`src/fsub_pkg.sv`:
```
// Package of opcode fields, constants and operation enumeration for the fractional subtract unit
package fsub_pkg;
	// ----------------------------------------
	// Instruction fields
	// ----------------------------------------
	localparam int VARIANT_BIT = 10;
	localparam int MINOR_LSB = 3;
	localparam int MINOR_MSB = 9;
	localparam int MAJOR_LSB = 0;
	localparam int MAJOR_MSB = 2;
	localparam logic [2:0] MAJOR_POOL = 3'h5;
	// ----------------------------------------
	// Minor opcodes of each family
	// ----------------------------------------
	localparam logic [6:0] MINOR_PAIR_SUB = 7'h41;
	localparam logic [6:0] MINOR_WORD_SUB = 7'h68;
	localparam logic [6:0] MINOR_PAIR_HALVE = 7'h49;
	localparam logic [6:0] MINOR_WORD_HALVE = 7'h51;
	// ----------------------------------------
	// Status register field and clamp values
	// ----------------------------------------
	localparam int OUFLAG_BIT = 20;
	localparam logic [15:0] HALF_MAX = 16'h7fff;
	localparam logic [15:0] HALF_MIN = 16'h8000;
	localparam logic [31:0] WORD_MAX = 32'h7fffffff;
	localparam logic [31:0] WORD_MIN = 32'h80000000;
	localparam logic [31:0] STATUS_RESET = 32'h00000000;
	// ----------------------------------------
	// Decoded operations, one-hot
	// ----------------------------------------
	typedef enum logic [7:0] {
		OP_NONE = 8'h01,
		OP_PAIR_WRAP = 8'h02,
		OP_PAIR_CLAMP = 8'h04,
		OP_WORD_CLAMP = 8'h08,
		OP_PAIR_HALVE = 8'h10,
		OP_PAIR_HALVE_RND = 8'h20,
		OP_WORD_HALVE = 8'h40,
		OP_WORD_HALVE_RND = 8'h80
	} sub_op_e;
endpackage

```
`src/fsub_dec_if.sv`:
```
// Interface carrying the decoded operation from decoder to datapath
`timescale 1ns/10ps
interface fsub_dec_if;
	import fsub_pkg::*;
	sub_op_e op;
	logic trap_reserved;
	logic trap_disabled;
	modport decoder (output op, output trap_reserved, output trap_disabled);
	modport datapath (input op, input trap_reserved, input trap_disabled);
endinterface

```
`src/fsub_decode.sv`:
```
// Instruction decoder for the fractional subtract unit
`timescale 1ns/10ps
module fsub_decode (
	// Instruction
	input wire logic [31:0] instr,
	input wire logic instr_valid,
	// Resource enables
	input wire logic dsp_enabled,
	input wire logic dsp_rev2_enabled,
	// Decoded result
	fsub_dec_if.decoder dec
);
	import fsub_pkg::*;

	// ----------------------------------------
	// Field selection
	// ----------------------------------------
	wire logic [6:0] minor = instr[MINOR_MSB:MINOR_LSB];
	wire logic variant = instr[VARIANT_BIT];
	wire logic pool_hit = instr[MAJOR_MSB:MAJOR_LSB] == MAJOR_POOL;
	wire logic fam_pair = pool_hit && minor == MINOR_PAIR_SUB;
	wire logic fam_word = pool_hit && minor == MINOR_WORD_SUB;
	wire logic fam_phalve = pool_hit && minor == MINOR_PAIR_HALVE;
	wire logic fam_whalve = pool_hit && minor == MINOR_WORD_HALVE;
	wire logic known = fam_pair || fam_word || fam_phalve || fam_whalve;
	// Halving forms need the second revision; the pair and word subtract forms need only the base set
	wire logic needs_rev2 = fam_phalve || fam_whalve;
	wire logic allowed = needs_rev2 ? dsp_rev2_enabled : dsp_enabled;

	// Variant bit picks clamp or round, and is ignored by the word subtract family; minor picks family
	assign dec.op = !(instr_valid && known && allowed) ? OP_NONE :
		fam_pair ? (variant ? OP_PAIR_CLAMP : OP_PAIR_WRAP) :
		fam_word ? OP_WORD_CLAMP :
		fam_phalve ? (variant ? OP_PAIR_HALVE_RND : OP_PAIR_HALVE) :
		(variant ? OP_WORD_HALVE_RND : OP_WORD_HALVE);
	// Traps replace execution
	assign dec.trap_reserved = instr_valid && !known;
	assign dec.trap_disabled = instr_valid && known && !allowed;
endmodule

```
`src/fractional_subtract_unit.sv`:
```
// Fractional subtract datapath with sticky overflow status bit
`timescale 1ns/10ps
module fractional_subtract_unit (
	// Clock and reset
	input wire logic clk_sys,
	input wire logic sys_rst,
	// Instruction and operands
	input wire logic [31:0] instr,
	input wire logic instr_valid,
	input wire logic [31:0] minuend_operand,
	input wire logic [31:0] subtrahend_operand,
	// Resource enables
	input wire logic dsp_enabled,
	input wire logic dsp_rev2_enabled,
	// Software write of the status register
	input wire logic status_wr,
	input wire logic [31:0] status_wdata,
	// Results
	output logic [31:0] result,
	output logic result_valid,
	output logic exc_reserved,
	output logic exc_dsp_disabled,
	output logic [31:0] accumulate_status_reg
);
	import fsub_pkg::*;

	// ----------------------------------------
	// Decode
	// ----------------------------------------
	fsub_dec_if dec ();
	fsub_decode u_decode (
		.instr(instr),
		.instr_valid(instr_valid),
		.dsp_enabled(dsp_enabled),
		.dsp_rev2_enabled(dsp_rev2_enabled),
		.dec(dec)
	);

	// 17-bit sign-extended lane difference
	function automatic logic [16:0] lane_diff(input logic [15:0] a, input logic [15:0] b);
		lane_diff = {a[15], a} - {b[15], b};
	endfunction

	// Clamp a lane, given its wide difference
	function automatic logic [15:0] lane_clamp(input logic [16:0] d);
		if (d[16] == d[15]) begin
			lane_clamp = d[15:0];
		end else if (!d[16]) begin
			lane_clamp = HALF_MAX;
		end else begin
			lane_clamp = HALF_MIN;
		end
	endfunction

	// ----------------------------------------
	// Arithmetic
	// ----------------------------------------
	wire logic [16:0] diff_hi = lane_diff(minuend_operand[31:16], subtrahend_operand[31:16]);
	wire logic [16:0] diff_lo = lane_diff(minuend_operand[15:0], subtrahend_operand[15:0]);
	wire logic ovf_hi = diff_hi[16] != diff_hi[15];
	wire logic ovf_lo = diff_lo[16] != diff_lo[15];
	wire logic [32:0] diff_w = {minuend_operand[31], minuend_operand}
		- {subtrahend_operand[31], subtrahend_operand};
	wire logic ovf_w = diff_w[32] != diff_w[31];
	wire logic rnd = dec.op == OP_PAIR_HALVE_RND || dec.op == OP_WORD_HALVE_RND;
	wire logic [16:0] half_hi = diff_hi + {16'h0000, rnd};
	wire logic [16:0] half_lo = diff_lo + {16'h0000, rnd};
	wire logic [32:0] half_w = diff_w + {32'h00000000, rnd};
	wire logic [31:0] pair_wrap = {diff_hi[15:0], diff_lo[15:0]};
	wire logic [31:0] pair_clamp = {lane_clamp(diff_hi), lane_clamp(diff_lo)};
	wire logic [31:0] word_clamp = !ovf_w ? diff_w[31:0] : (diff_w[32] ? WORD_MIN : WORD_MAX);
	wire logic [31:0] pair_half = {half_hi[16:1], half_lo[16:1]};
	wire logic [31:0] word_half = half_w[32:1];

	// Result selection
	logic [31:0] next_result;
	always_comb begin
		case (dec.op)
			OP_PAIR_WRAP: next_result = pair_wrap;
			OP_PAIR_CLAMP: next_result = pair_clamp;
			OP_WORD_CLAMP: next_result = word_clamp;
			OP_PAIR_HALVE, OP_PAIR_HALVE_RND: next_result = pair_half;
			OP_WORD_HALVE, OP_WORD_HALVE_RND: next_result = word_half;
			default: next_result = 32'h00000000;
		endcase
	end

	// Overflow events from flag-setting forms only
	wire logic pair_op = dec.op == OP_PAIR_WRAP || dec.op == OP_PAIR_CLAMP;
	wire logic ovf_event = (pair_op && (ovf_hi || ovf_lo))
		|| (dec.op == OP_WORD_CLAMP && ovf_w);
	wire logic executes = dec.op != OP_NONE;

	// ----------------------------------------
	// Registered outputs
	// ----------------------------------------
	always_ff @(posedge clk_sys or posedge sys_rst) begin
		if (sys_rst) begin
			result <= 32'h00000000;
			result_valid <= 1'b0;
			exc_reserved <= 1'b0;
			exc_dsp_disabled <= 1'b0;
		end else begin
			result <= executes ? next_result : result;
			result_valid <= executes;
			exc_reserved <= dec.trap_reserved;
			exc_dsp_disabled <= dec.trap_disabled;
		end
	end

	// Status register; a same-cycle overflow wins over a software write
	logic [31:0] next_status;
	always_comb begin
		next_status = status_wr ? status_wdata : accumulate_status_reg;
		next_status[OUFLAG_BIT] = next_status[OUFLAG_BIT] | ovf_event;
	end

	always_ff @(posedge clk_sys or posedge sys_rst) begin
		if (sys_rst) begin
			accumulate_status_reg <= STATUS_RESET;
		end else begin
			accumulate_status_reg <= next_status;
		end
	end

	// ----------------------------------------
	// Checks on lane results
	// ----------------------------------------
	a_pair_wrap_val: assert property (@(posedge clk_sys) disable iff (sys_rst)
		dec.op == OP_PAIR_WRAP |=> result == $past({minuend_operand[31:16] - subtrahend_operand[31:16],
		minuend_operand[15:0] - subtrahend_operand[15:0]}))
		else $error("wrapping pair result wrong");
	a_pair_clamp_pos: assert property (@(posedge clk_sys) disable iff (sys_rst)
		dec.op == OP_PAIR_CLAMP && ovf_hi && !diff_hi[16] |=> result[31:16] == HALF_MAX)
		else $error("upper lane not clamped to max");
	a_pair_clamp_neg: assert property (@(posedge clk_sys) disable iff (sys_rst)
		dec.op == OP_PAIR_CLAMP && ovf_lo && diff_lo[16] |=> result[15:0] == HALF_MIN)
		else $error("lower lane not clamped to min");
	a_pair_clamp_pass: assert property (@(posedge clk_sys) disable iff (sys_rst)
		dec.op == OP_PAIR_CLAMP && !ovf_hi && !ovf_lo |=> result == $past({minuend_operand[31:16]
		- subtrahend_operand[31:16], minuend_operand[15:0] - subtrahend_operand[15:0]}))
		else $error("unclamped pair lane changed");
	a_pair_halve_val: assert property (@(posedge clk_sys) disable iff (sys_rst)
		dec.op == OP_PAIR_HALVE |=> result == $past({diff_hi[16:1], diff_lo[16:1]}))
		else $error("halving pair result wrong");
	a_pair_halve_rnd: assert property (@(posedge clk_sys) disable iff (sys_rst)
		dec.op == OP_PAIR_HALVE_RND
		|=> result == $past({diff_hi[16:1] + diff_hi[0], diff_lo[16:1] + diff_lo[0]}))
		else $error("rounding halving pair result wrong");

	// ----------------------------------------
	// Checks on word results
	// ----------------------------------------
	a_word_clamp_neg: assert property (@(posedge clk_sys) disable iff (sys_rst)
		dec.op == OP_WORD_CLAMP && ovf_w && diff_w[32] |=> result == WORD_MIN)
		else $error("word not clamped to min");
	a_word_clamp_pos: assert property (@(posedge clk_sys) disable iff (sys_rst)
		dec.op == OP_WORD_CLAMP && ovf_w && !diff_w[32] |=> result == WORD_MAX)
		else $error("word not clamped to max");
	a_word_clamp_pass: assert property (@(posedge clk_sys) disable iff (sys_rst)
		dec.op == OP_WORD_CLAMP && !ovf_w |=> result == $past(minuend_operand - subtrahend_operand))
		else $error("unclamped word difference wrong");
	a_word_halve_val: assert property (@(posedge clk_sys) disable iff (sys_rst)
		dec.op == OP_WORD_HALVE |=> result == $past(diff_w[32:1]))
		else $error("halving word result wrong");
	a_word_halve_rnd: assert property (@(posedge clk_sys) disable iff (sys_rst)
		dec.op == OP_WORD_HALVE_RND |=> result == $past(diff_w[32:1] + diff_w[0]))
		else $error("rounding halving word result wrong");

	// ----------------------------------------
	// Checks on status flag
	// ----------------------------------------
	a_flag_sticky_hold: assert property (@(posedge clk_sys) disable iff (sys_rst)
		accumulate_status_reg[OUFLAG_BIT] && !status_wr |=> accumulate_status_reg[OUFLAG_BIT])
		else $error("overflow flag cleared without software write");
	a_word_ovf_flag: assert property (@(posedge clk_sys) disable iff (sys_rst)
		dec.op == OP_WORD_CLAMP && ovf_w |=> accumulate_status_reg[OUFLAG_BIT])
		else $error("word clamp overflow did not set flag");
	a_pair_ovf_flag: assert property (@(posedge clk_sys) disable iff (sys_rst)
		dec.op == OP_PAIR_WRAP && ovf_lo |=> accumulate_status_reg[OUFLAG_BIT] && result[15:0] == $past(diff_lo[15:0]))
		else $error("wrap lane overflow mishandled");
	a_pair_flag_set: assert property (@(posedge clk_sys) disable iff (sys_rst)
		pair_op && (ovf_hi || ovf_lo) |=> accumulate_status_reg[OUFLAG_BIT])
		else $error("pair lane overflow did not set flag");
	a_halve_status_keep: assert property (@(posedge clk_sys) disable iff (sys_rst)
		(dec.op == OP_PAIR_HALVE || dec.op == OP_PAIR_HALVE_RND || dec.op == OP_WORD_HALVE
		|| dec.op == OP_WORD_HALVE_RND) && !status_wr |=> accumulate_status_reg == $past(accumulate_status_reg))
		else $error("halving subtract changed status");

	// ----------------------------------------
	// Checks on answers and traps
	// ----------------------------------------
	a_valid_follows: assert property (@(posedge clk_sys) disable iff (sys_rst)
		executes |=> result_valid && !exc_reserved && !exc_dsp_disabled)
		else $error("executed op not answered cleanly");
	a_result_hold: assert property (@(posedge clk_sys) disable iff (sys_rst)
		!executes |=> result == $past(result))
		else $error("result changed without executed op");
	a_answer_excl: assert property (@(posedge clk_sys) disable iff (sys_rst)
		$onehot0({result_valid, exc_reserved, exc_dsp_disabled}))
		else $error("more than one answer pulse");
	a_reserved_trap: assert property (@(posedge clk_sys) disable iff (sys_rst)
		dec.trap_reserved |=> exc_reserved && !result_valid)
		else $error("unknown instruction not trapped");
	a_disabled_trap: assert property (@(posedge clk_sys) disable iff (sys_rst)
		dec.trap_disabled |=> exc_dsp_disabled && !result_valid)
		else $error("disabled instruction not trapped");
	a_trap_no_exec: assert property (@(posedge clk_sys) disable iff (sys_rst)
		instr_valid && !dsp_enabled && !dsp_rev2_enabled |=> !result_valid)
		else $error("disabled instruction executed");
endmodule

```
`config.mk`:
```
export PLATFORM = sky130hd
export DESIGN_NAME = fractional_subtract_unit
export DESIGN_NICKNAME = d
export VERILOG_FILES = /design/src/fsub_pkg.sv /design/src/fsub_dec_if.sv /design/src/fsub_decode.sv /design/src/fractional_subtract_unit.sv
export SDC_FILE = /design/constraint.sdc
export NUM_CORES = 1
export LEC_CHECK = 0
export CAP_MARGIN = 20
export CORE_ASPECT_RATIO = 1.1
export CORE_MARGIN = 2
export CORE_UTILIZATION = 49
export CTS_CLUSTER_SIZE = 12
export DETAILED_ROUTE_END_ITERATION = 7
export DONT_BUFFER_PORTS = 1
export HOLD_SLACK_MARGIN = 0.1
export PLACE_DENSITY_LB_ADDON = 0.12
export SETUP_SLACK_MARGIN = 0.15
export SLEW_MARGIN = 10
export SYNTH_ARGS = -nofsm -noshare
export SYNTH_HDL_FRONTEND = slang
export SYNTH_SLANG_ARGS = --single-unit
```
`constraint.sdc`:
```
create_clock -name clk_sys -period 4.39 [get_ports clk_sys]
set_input_delay 0.439 -clock clk_sys [delete_from_list [all_inputs] [get_ports clk_sys]]
set_output_delay 0.439 -clock clk_sys [all_outputs]
set_load 0.02 [all_outputs]
```
# ---- Yosys cells after proc, flatten, opt, wreduce, memory -nomap -nowiden
# Index checks and enable logic that the tools add are counted.
dict set report word_totals {
  ff_bits 67
  inputBits 134
  output_inout_bits 67
}
dict set report op_classes {
  addsub 6
  eq_ne 18
  mux 16
  bitwise 1
  n_reduce_logical 22
}
# op n
set ops {}
lappend ops {{$pmux 32 s5} 1}
lappend ops {{$mux 16} 4}
lappend ops {{$mux 32} 2}
lappend ops {{$mux 8} 5}
lappend ops {{$add 17x1->17} 2}
lappend ops {{$sub 16x16->17} 2}
lappend ops {{$add 33x1->33} 1}
lappend ops {{$sub 32x32->33} 1}
lappend ops {{$eq 7x7->1 const B} 4}
lappend ops {{$mux 21} 1}
lappend ops {{$logic_and 1x1->1} 10}
lappend ops {{$eq 8x2->1 const B} 1}
lappend ops {{$eq 8x3->1 const B} 1}
lappend ops {{$eq 8x4->1 const B} 1}
lappend ops {{$eq 8x5->1 const B} 1}
lappend ops {{$eq 8x6->1 const B} 1}
lappend ops {{$eq 8x7->1 const B} 1}
lappend ops {{$eq 8x8->1 const B} 1}
lappend ops {{$logic_or 1x1->1} 8}
lappend ops {{$ne 8x1->1 const B} 1}
lappend ops {{$mux 6} 1}
lappend ops {{$reduce_or 2->1} 2}
lappend ops {{$eq 3x3->1 const B} 1}
lappend ops {{$mux 3} 1}
lappend ops {{5 further kinds} 9}

# ---- Logic depth before layout (Yosys ltp)
# Gate-level depths: netlist of the first run.
dict set report logic_depth {
  word_depth 13
  mapped_depth 16
  mapped_depth_nobuf 14
}

# ---- Modules after synthesis
# Synthesis of the first run repeated with hierarchy kept, for this count alone.
dict set report unflattened {
  cells_unflattened 917
  area_unflattened_um2 7439.6
}
# mod instances cells_each area_per_inst_um2 seq_area_each_um2
set modules_own_cells {}
lappend modules_own_cells {fractional_subtract_unit 1 880 7110.6 1676.6}
lappend modules_own_cells {fsub_decode 1 37 329.1 0.0}

# ---- Worst setup path before layout of the first run
# No wires, ideal clock.
dict set report synth_path {
  path_type {input to register}
  from {in subtrahend_operand[21]}
  to {reg result[29]}
  setup_time_ps 126
  t_arrival_ps 3719
  required_ps 4264
  setup_slack_ps 545
  path_stages 13
  path_cell_list {inv_1 -> ha_1 -> clkbuf_1 -> nand3_1 -> o21a_1 -> a211oi_1 -> nand2_1 -> or4_1 -> nor4_1 -> nand2_1 -> xnor2_1 -> a221o_1 -> o32a_1}
}
dict set report synth_between {
  elab_chain_len 4
}
# element line
set synth_lines {}
lappend synth_lines {{start: declaration} fractional_subtract_unit.sv:11} ;# input wire logic [31:0] subtrahend_operand,
lappend synth_lines {{parallel branches: the longest is 3 deep, another holds $sub 32x32->33} n/a}
lappend synth_lines {{$pmux 32 s5 *} fractional_subtract_unit.sv:78} ;# case (dec.op)
lappend synth_lines {{end signal: assignment} fractional_subtract_unit.sv:104} ;# result <= executes ? next_result : result;
lappend synth_lines {{end: declaration} fractional_subtract_unit.sv:19} ;# output logic [31:0] result,
# Every way passes the cells marked *.
# A chain may end at the register's enable or synchronous reset.

# ---- Final worst setup path of the first run
dict set report layout_path {
  from {in minuend_operand[0]}
  to {reg result[29]}
}
dict set report layout_between {
  elab_chain_len 4
}
# element line
set layout_lines {}
lappend layout_lines {{start: declaration} fractional_subtract_unit.sv:10} ;# input wire logic [31:0] minuend_operand,
lappend layout_lines {{$sub 32x32->33 *} fractional_subtract_unit.sv:63} ;# - {subtrahend_operand[31], subtrahend_operand};
lappend layout_lines {{parallel branches: the longest is 2 deep, another holds $add 33x1->33} n/a}
lappend layout_lines {{$pmux 32 s5 *} fractional_subtract_unit.sv:78}
# Marks and branches as above.

==> impl_metrics.ini, run 1 <==
[floorplan]
io_pins = 201
die_w_um = 120
core_sq_mm = 0.0145
die_height_um = 132
dieArea_sq_mm = 0.0159
rows = 46
initial_core_util = 0.503

[worst_setup_path]
worst-endpoint-arrival_ns = 4.02
crit_chain = inv_1 > ha_1 > inv_1 > fa_1 > a211oi_2 > o211ai_1 > and3_1 > o21ai_0 > nand4b_1 > or4_4 > nor4_4 > buf_4 > o22ai_1 > o32a_1
crit_top_cell = inv_1
worstPathMaxFanout = 6
worstReg2RegEnd = accumulate_status_reg[20]
startpoint_type = primary input
worstPathRequired_ns = 4.60
cp_num_buf_inv = 3
worstSetupEndpointType = flop
reg2reg_from = accumulate_status_reg[20]
cp_slowest_cell = or4_4
r2r_slack_ns = 3.40
critPathTopFamily = simple AND/OR/NAND/NOR gates
critical-path-max-stage-delay_ns = 0.64
r2r.worst_path.cells = 2
critPathKind = in -> reg

[power_and_ir_drop]
p_leak_nw = 3.34
ir_worst_vdd_mv = 0.154
power_density_mw_per_mm2 = 319

[clock_network]
clockBufferDepth = 2
htree_levels = 3
cts_tree = yes
insertion_delay_ns = 0.33
cts_resized = 0
clk_pin_slew_ns = 0.06
clock_sinks = 67
postCtsHoldBufs = 0
postCtsSetupBuffers = 0
cts_inserted_buffers = 9
cts-root-buf = clkbuf_16

[layout]
fin_util = 0.553
fin_nets = 1130
num_antenna_cells = 0
drive_gt1_frac = 0.130
area_growth_pct = 9.90
fillerInstances = 1447

[placed_design]
dpl.hpwl_um = 18100
dp_slack_ns = 0.269
gp_congestion = 0.942
io_buffers = 0

[yosys]
ys.flop_type = dfrtp_1
synth_edf_count = 0
netlist_area_sq_mm = 0.00730
synth-seq-cells = 67
synth.avg_cell_area_sq_um = 7.70
yosysSeqAreaShare = 0.230
synthArstFlopShare = 1.00
yosysWarningCount = 0
synthCells = 948
synthesis.nets = 1119
synthDistinctLibCells = 80

[timing]
worst_pin_slew_ns = 0.998
layout_setup_ws_ns = 0.578
hold_ws_ns = 0.143
setup_violations = 0
fmax_mhz = 262
rsz0062_at_grt = false
fin_crit_ns = 3.81
hold_viol = 0
slew_headroom = 0.330
clock_skew_ns = 0
finalCritPeriodShare = 0.868
setup_tns_ns = 0
final_max_slew_viol_count = 0

[worst_hold_path]
hold_class = in -> async

[global_route]
grt_pass1_vias = 6628
grt_pass1_wl_um = 35100
grt_start_max_net_pins = 42
grt.overflow.total = 0
track_usage = 0.273
antenna_found_initial = 0

[route]
drt-initial-drc-count = 459
wl_per_cell_um = 19.2
wl_um = 22200
drc = 0
avgViaCountPerCell = 6.24
antenna_left = 0
num_vias = 7209
first_pass_iters = 5

[status]
status = finished, final reports clean

[run]
drv_cap = 0
## Yosys cell counts (13+ instances only)
master,n,area (sq um)
nor2_1,96,360
nand3_1,24,120
xor2_1,27,236
ha_1,35,438
o211ai_1,16,120
o21ai_0,56,280
nor3_1,27,135
nand2_1,82,308
dfrtp_1,67,1680
mux2_2,35,394
xnor2_1,48,420
nand4_1,20,125
inv_1,55,206
clkbuf_1,28,105
o22ai_1,13,81.3
a21oi_1,87,435
## metrics by stage
| step | instance area [sq um] | cells | power [W] |
|---|---|---|---|
| 2_1_floorplan | 7300 | 948 | 0.00145 |
| 3_3_place_gp | 7640 | 1139 | 0.00166 |
| 3_5_place_dp | 7640 | 1139 | 0.00167 |
| 4_1_cts | 8010 | 1155 | 0.00256 |
| 5_1_grt | 8020 | 1156 | 0.00270 |
| 6_report | 8020 | 1156 | 0.00256 |
## cells in the final DEF (no fill, tap or decap), drive strengths merged, types with 7 or more instances in the layout
cell type and n:
nand3 24, mux2 35, xnor2 48, or3 12
a31oi 12, buf 42, o22a 8, or2 8
a211oi 12, a221oi 9, o211ai 16, inv 55
o21ai 67, and3 10, xor2 27, o22ai 13
nand4 20, or4 7, nor2 96, nand2b 7
clkbuf 10, dfrtp 67, a21oi 90, nor2b 7
nor3 28, nor4 14, ha 35, nand2 85
and2 12
## final cells by class
type | count | area [sq um] | share of cell area
flip-flops and latches | 67 | 1680 | 0.209
clock buffers | 10 | 229 | 0.0286
multi-input cells | 784 | 5210 | 0.650
well taps | 192 | 240 | 0.0300
repair buffers | 42 | 315 | 0.0393
inverters | 55 | 206 | 0.0257
clock inverters | 6 | 138 | 0.0172
## layer usage
layer | vias to the layer above | track usage | wire, um
li1 | 3509 | - | -
met1 | 3360 | 0.382 | 10100
met2 | 307 | 0.431 | 10000
met4 | 0 | 0.0736 | 397
met3 | 33 | 0.0541 | 1710
met5 | - | 0 | 0
## cell families (layout without fill, tap and decap cells)
group           after synthesis  in the layout  synth area share
compound gates              287            287             0.258
xor+xnor                     75             75            0.0900
fa+ha+maj                    38             38            0.0669
buf+inv                      97            113            0.0557
flops                        67             67             0.230
mux                          38             38            0.0581
simple gates                346            346             0.241
## power by group
group	switching [W]	internal [W]	leakage (nW)
clock	0.000273	0.000614	0.177
combinational	0.000572	0.000349	2.30
sequential	0.0000895	0.000663	0.856
total	0.000934	0.00163	3.34
## worst max-delay path by stage
stage | startpoint | end | slack (ns) | cells past startpoint
2_1_floorplan | subtrahend_operand[21] | result[29] | 0.54 | 13
3_3_place_gp | minuend_operand[0] | result[25] | 0.28 | 15
3_5_place_dp | minuend_operand[0] | result[29] | 0.27 | 14
4_1_cts | minuend_operand[0] | result[29] | 0.60 | 14
5_1_grt | minuend_operand[0] | result[30] | 0.42 | 14
6_report | minuend_operand[0] | result[29] | 0.58 | 14
(Power assumes the default switching activity.)
==> run 2: changes to the inputs <==
Settings changed: CELL_PAD_IN_SITES_DETAIL_PLACEMENT from default to 2, CELL_PAD_IN_SITES_GLOBAL_PLACEMENT from default to 2, CORE_UTILIZATION 49 to 40.
==> run 2 against run 1 <==
Clock power down 21%; sequential share of layout area increased by 0.12 points; cell count rose by 3.7%; maximum frequency fell by 5.4%; via count up 5.5%; critical path depth increased by 1; count of clock-buffer cells in the layout fell by 1; critical path type unchanged; highest routed layer unchanged.
==> impl_metrics.ini, run 2 (synthesis gave the netlist of run 1 again) <==
[layout]
final_cell_count_no_fill = 1199
drive_gt1_frac = 0.128
fin_nets = 1127
final_cell_mix = nor2_1 (96), a21oi_1 (87), nand2_1 (82), dfrtp_1 (67), o21ai_0 (55)
area_growth_pct = 9.24
fin_util = 0.448
fillerInstances = 2088
num_antenna_cells = 0
final_common_cell = nor2_1

[clock_network]
clock_sinks = 67
htree_levels = 3
insertion_delay_ns = 0.33
clk_pin_slew_ns = 0.07
cts_inserted_buffers = 9
cts-root-buf = clkbuf_16
postCtsHoldBufs = 0
clockBufferDepth = 2
cts_tree = yes

[floorplan]
die_height_um = 146
initial_core_util = 0.410
dieArea_sq_mm = 0.0193
core_sq_mm = 0.0178
rows = 51
io_pins = 201
die_w_um = 133

[power_and_ir_drop]
clkPwrFrac = 0.286
power.internal_w = 0.00139
power_density_mw_per_mm2 = 306
pwr-share-seq = 0.311
ir_worst_vdd_mv = 0.167
switchingPower_w = 0.00104
p_leak_nw = 3.27
combPwrFrac = 0.403
finalPower_w = 0.00244
swShare = 0.429

[worst_setup_path]
worstSetupEndpointType = flop
worst-endpoint-arrival_ns = 4.31
crit_path_start = minuend_operand[0]
cp_num_buf_inv = 3
r2r_slack_ns = 3.39
startpoint_type = primary input
reg2reg_from = accumulate_status_reg[20]
worstPathRequired_ns = 4.67
critPathTopFamily = simple AND/OR/NAND/NOR gates
critical-path-max-stage-delay_ns = 0.65
worstPathMaxFanout = 6
crit_top_cell = inv_1
cp_slowest_cell = or4_4
crit_chain = inv_1 > ha_1 > inv_1 > fa_1 > a211oi_2 > o211ai_1 > and3_1 > o21ai_0 > nand4b_1 > or4_4 > nor4_4 > buf_4 > nand3_1 > o22ai_1 > o32a_1
critPathKind = in -> reg

[route]
routed.top_layer = met4
num_vias = 7606
met3_length_um = 1780
route.met2.wl_um = 15000
avgViaCountPerCell = 6.34
wl_per_cell_um = 24.9
wl_um = 29900
first_pass_iters = 4
drt-initial-drc-count = 309
antenna_left = 0
drc = 0
drt-met1-wl_um = 12500

[status]
status = finished, final reports clean

[timing]
worst_pin_slew_ns = 0.854
finalCritPeriodShare = 0.918
setup_violations = 0
hold_viol = 0
slew_headroom = 0.424
rsz0062_at_grt = false
setup_tns_ns = 0
fmax_mhz = 248
clock_skew_ns = 0
fin_crit_ns = 4.03
final_max_slew_viol_count = 0

[global_route]
grt_pass1_vias = 8323
grt.overflow.total = 0
grt_start_max_net_pins = 36
track_usage = 0.308
grt_pass1_wl_um = 47500
antenna_found_initial = 0

[placed_design]
dpl.hpwl_um = 24000
placed_cells = 1182
gp_congestion = 0.900
io_buffers = 0

[run]
drv_cap = 0

[worst_hold_path]
hold_class = in -> async
run 2: cell types whose count changed in the layout (fill, tap and decap cells not counted), sizes merged:
cell / previous run / this run
bufinv: 4 / 0
buf: 42 / 39
clkinvlp: 0 / 3
clkbuf: 10 / 9
clkinv: 2 / 3
inv: 55 / 56
run 2: power by group through the flow:
stage / combinational, W / clock, W / sequential [W]
3_5_place_dp: 0.000960 / 0 / 0.000769
5_1_grt: 0.00107 / 0.000730 / 0.000764
2_1_floorplan: 0.000695 / 0 / 0.000752
6_report: 0.000982 / 0.000697 / 0.000758
4_1_cts: 0.000972 / 0.000707 / 0.000759
3_3_place_gp: 0.000907 / 0 / 0.000764
run 2: cell type report:
cell class	instances	area, sq um	area share
timing repair buffer	39	297	0.0372
clock buffer	9	225	0.0283
clock inverter	7	53.8	0.00675
inverter	55	206	0.0259
sequential	67	1680	0.210
tap	238	298	0.0374
multi-input combinational	784	5210	0.654
run 2: metal layers:
layer,GRT usage,vias up
met4,0.0898,0
met3,0.0606,41
met2,0.548,252
li1,-,3476
met5,0,-
met1,0.375,3837
run 2: metrics by stage:
step	hold slack [ns]	area, sq um	worst slack [ns]
CTS	0.166	7960	0.323
global placement	0.492	7680	0.172
global route	0.198	7970	0.174
floorplan	0.568	7300	0.545
detailed placement	0.525	7680	-0.0251
finish	0.138	7970	0.360
run 2: timing repair:
| action | 4_1_cts | 5_1_grt |
|---|---|---|
| resized for setup | 0 | 1 |
| buffers inserted | 0 | 0 |
| endpoints found under the setup margin | 0 | 1 |
run 2: path summary, 6_finish.rpt:
kind	to	cells after the start
max	result[29]	15
min	result[27]	1
max reg2reg	accumulate_status_reg[20]	2
min reg2reg	result[7]	2
max in group asynchronous	accumulate_status_reg[25]	2
min in group clk_sys	exc_dsp_disabled	1
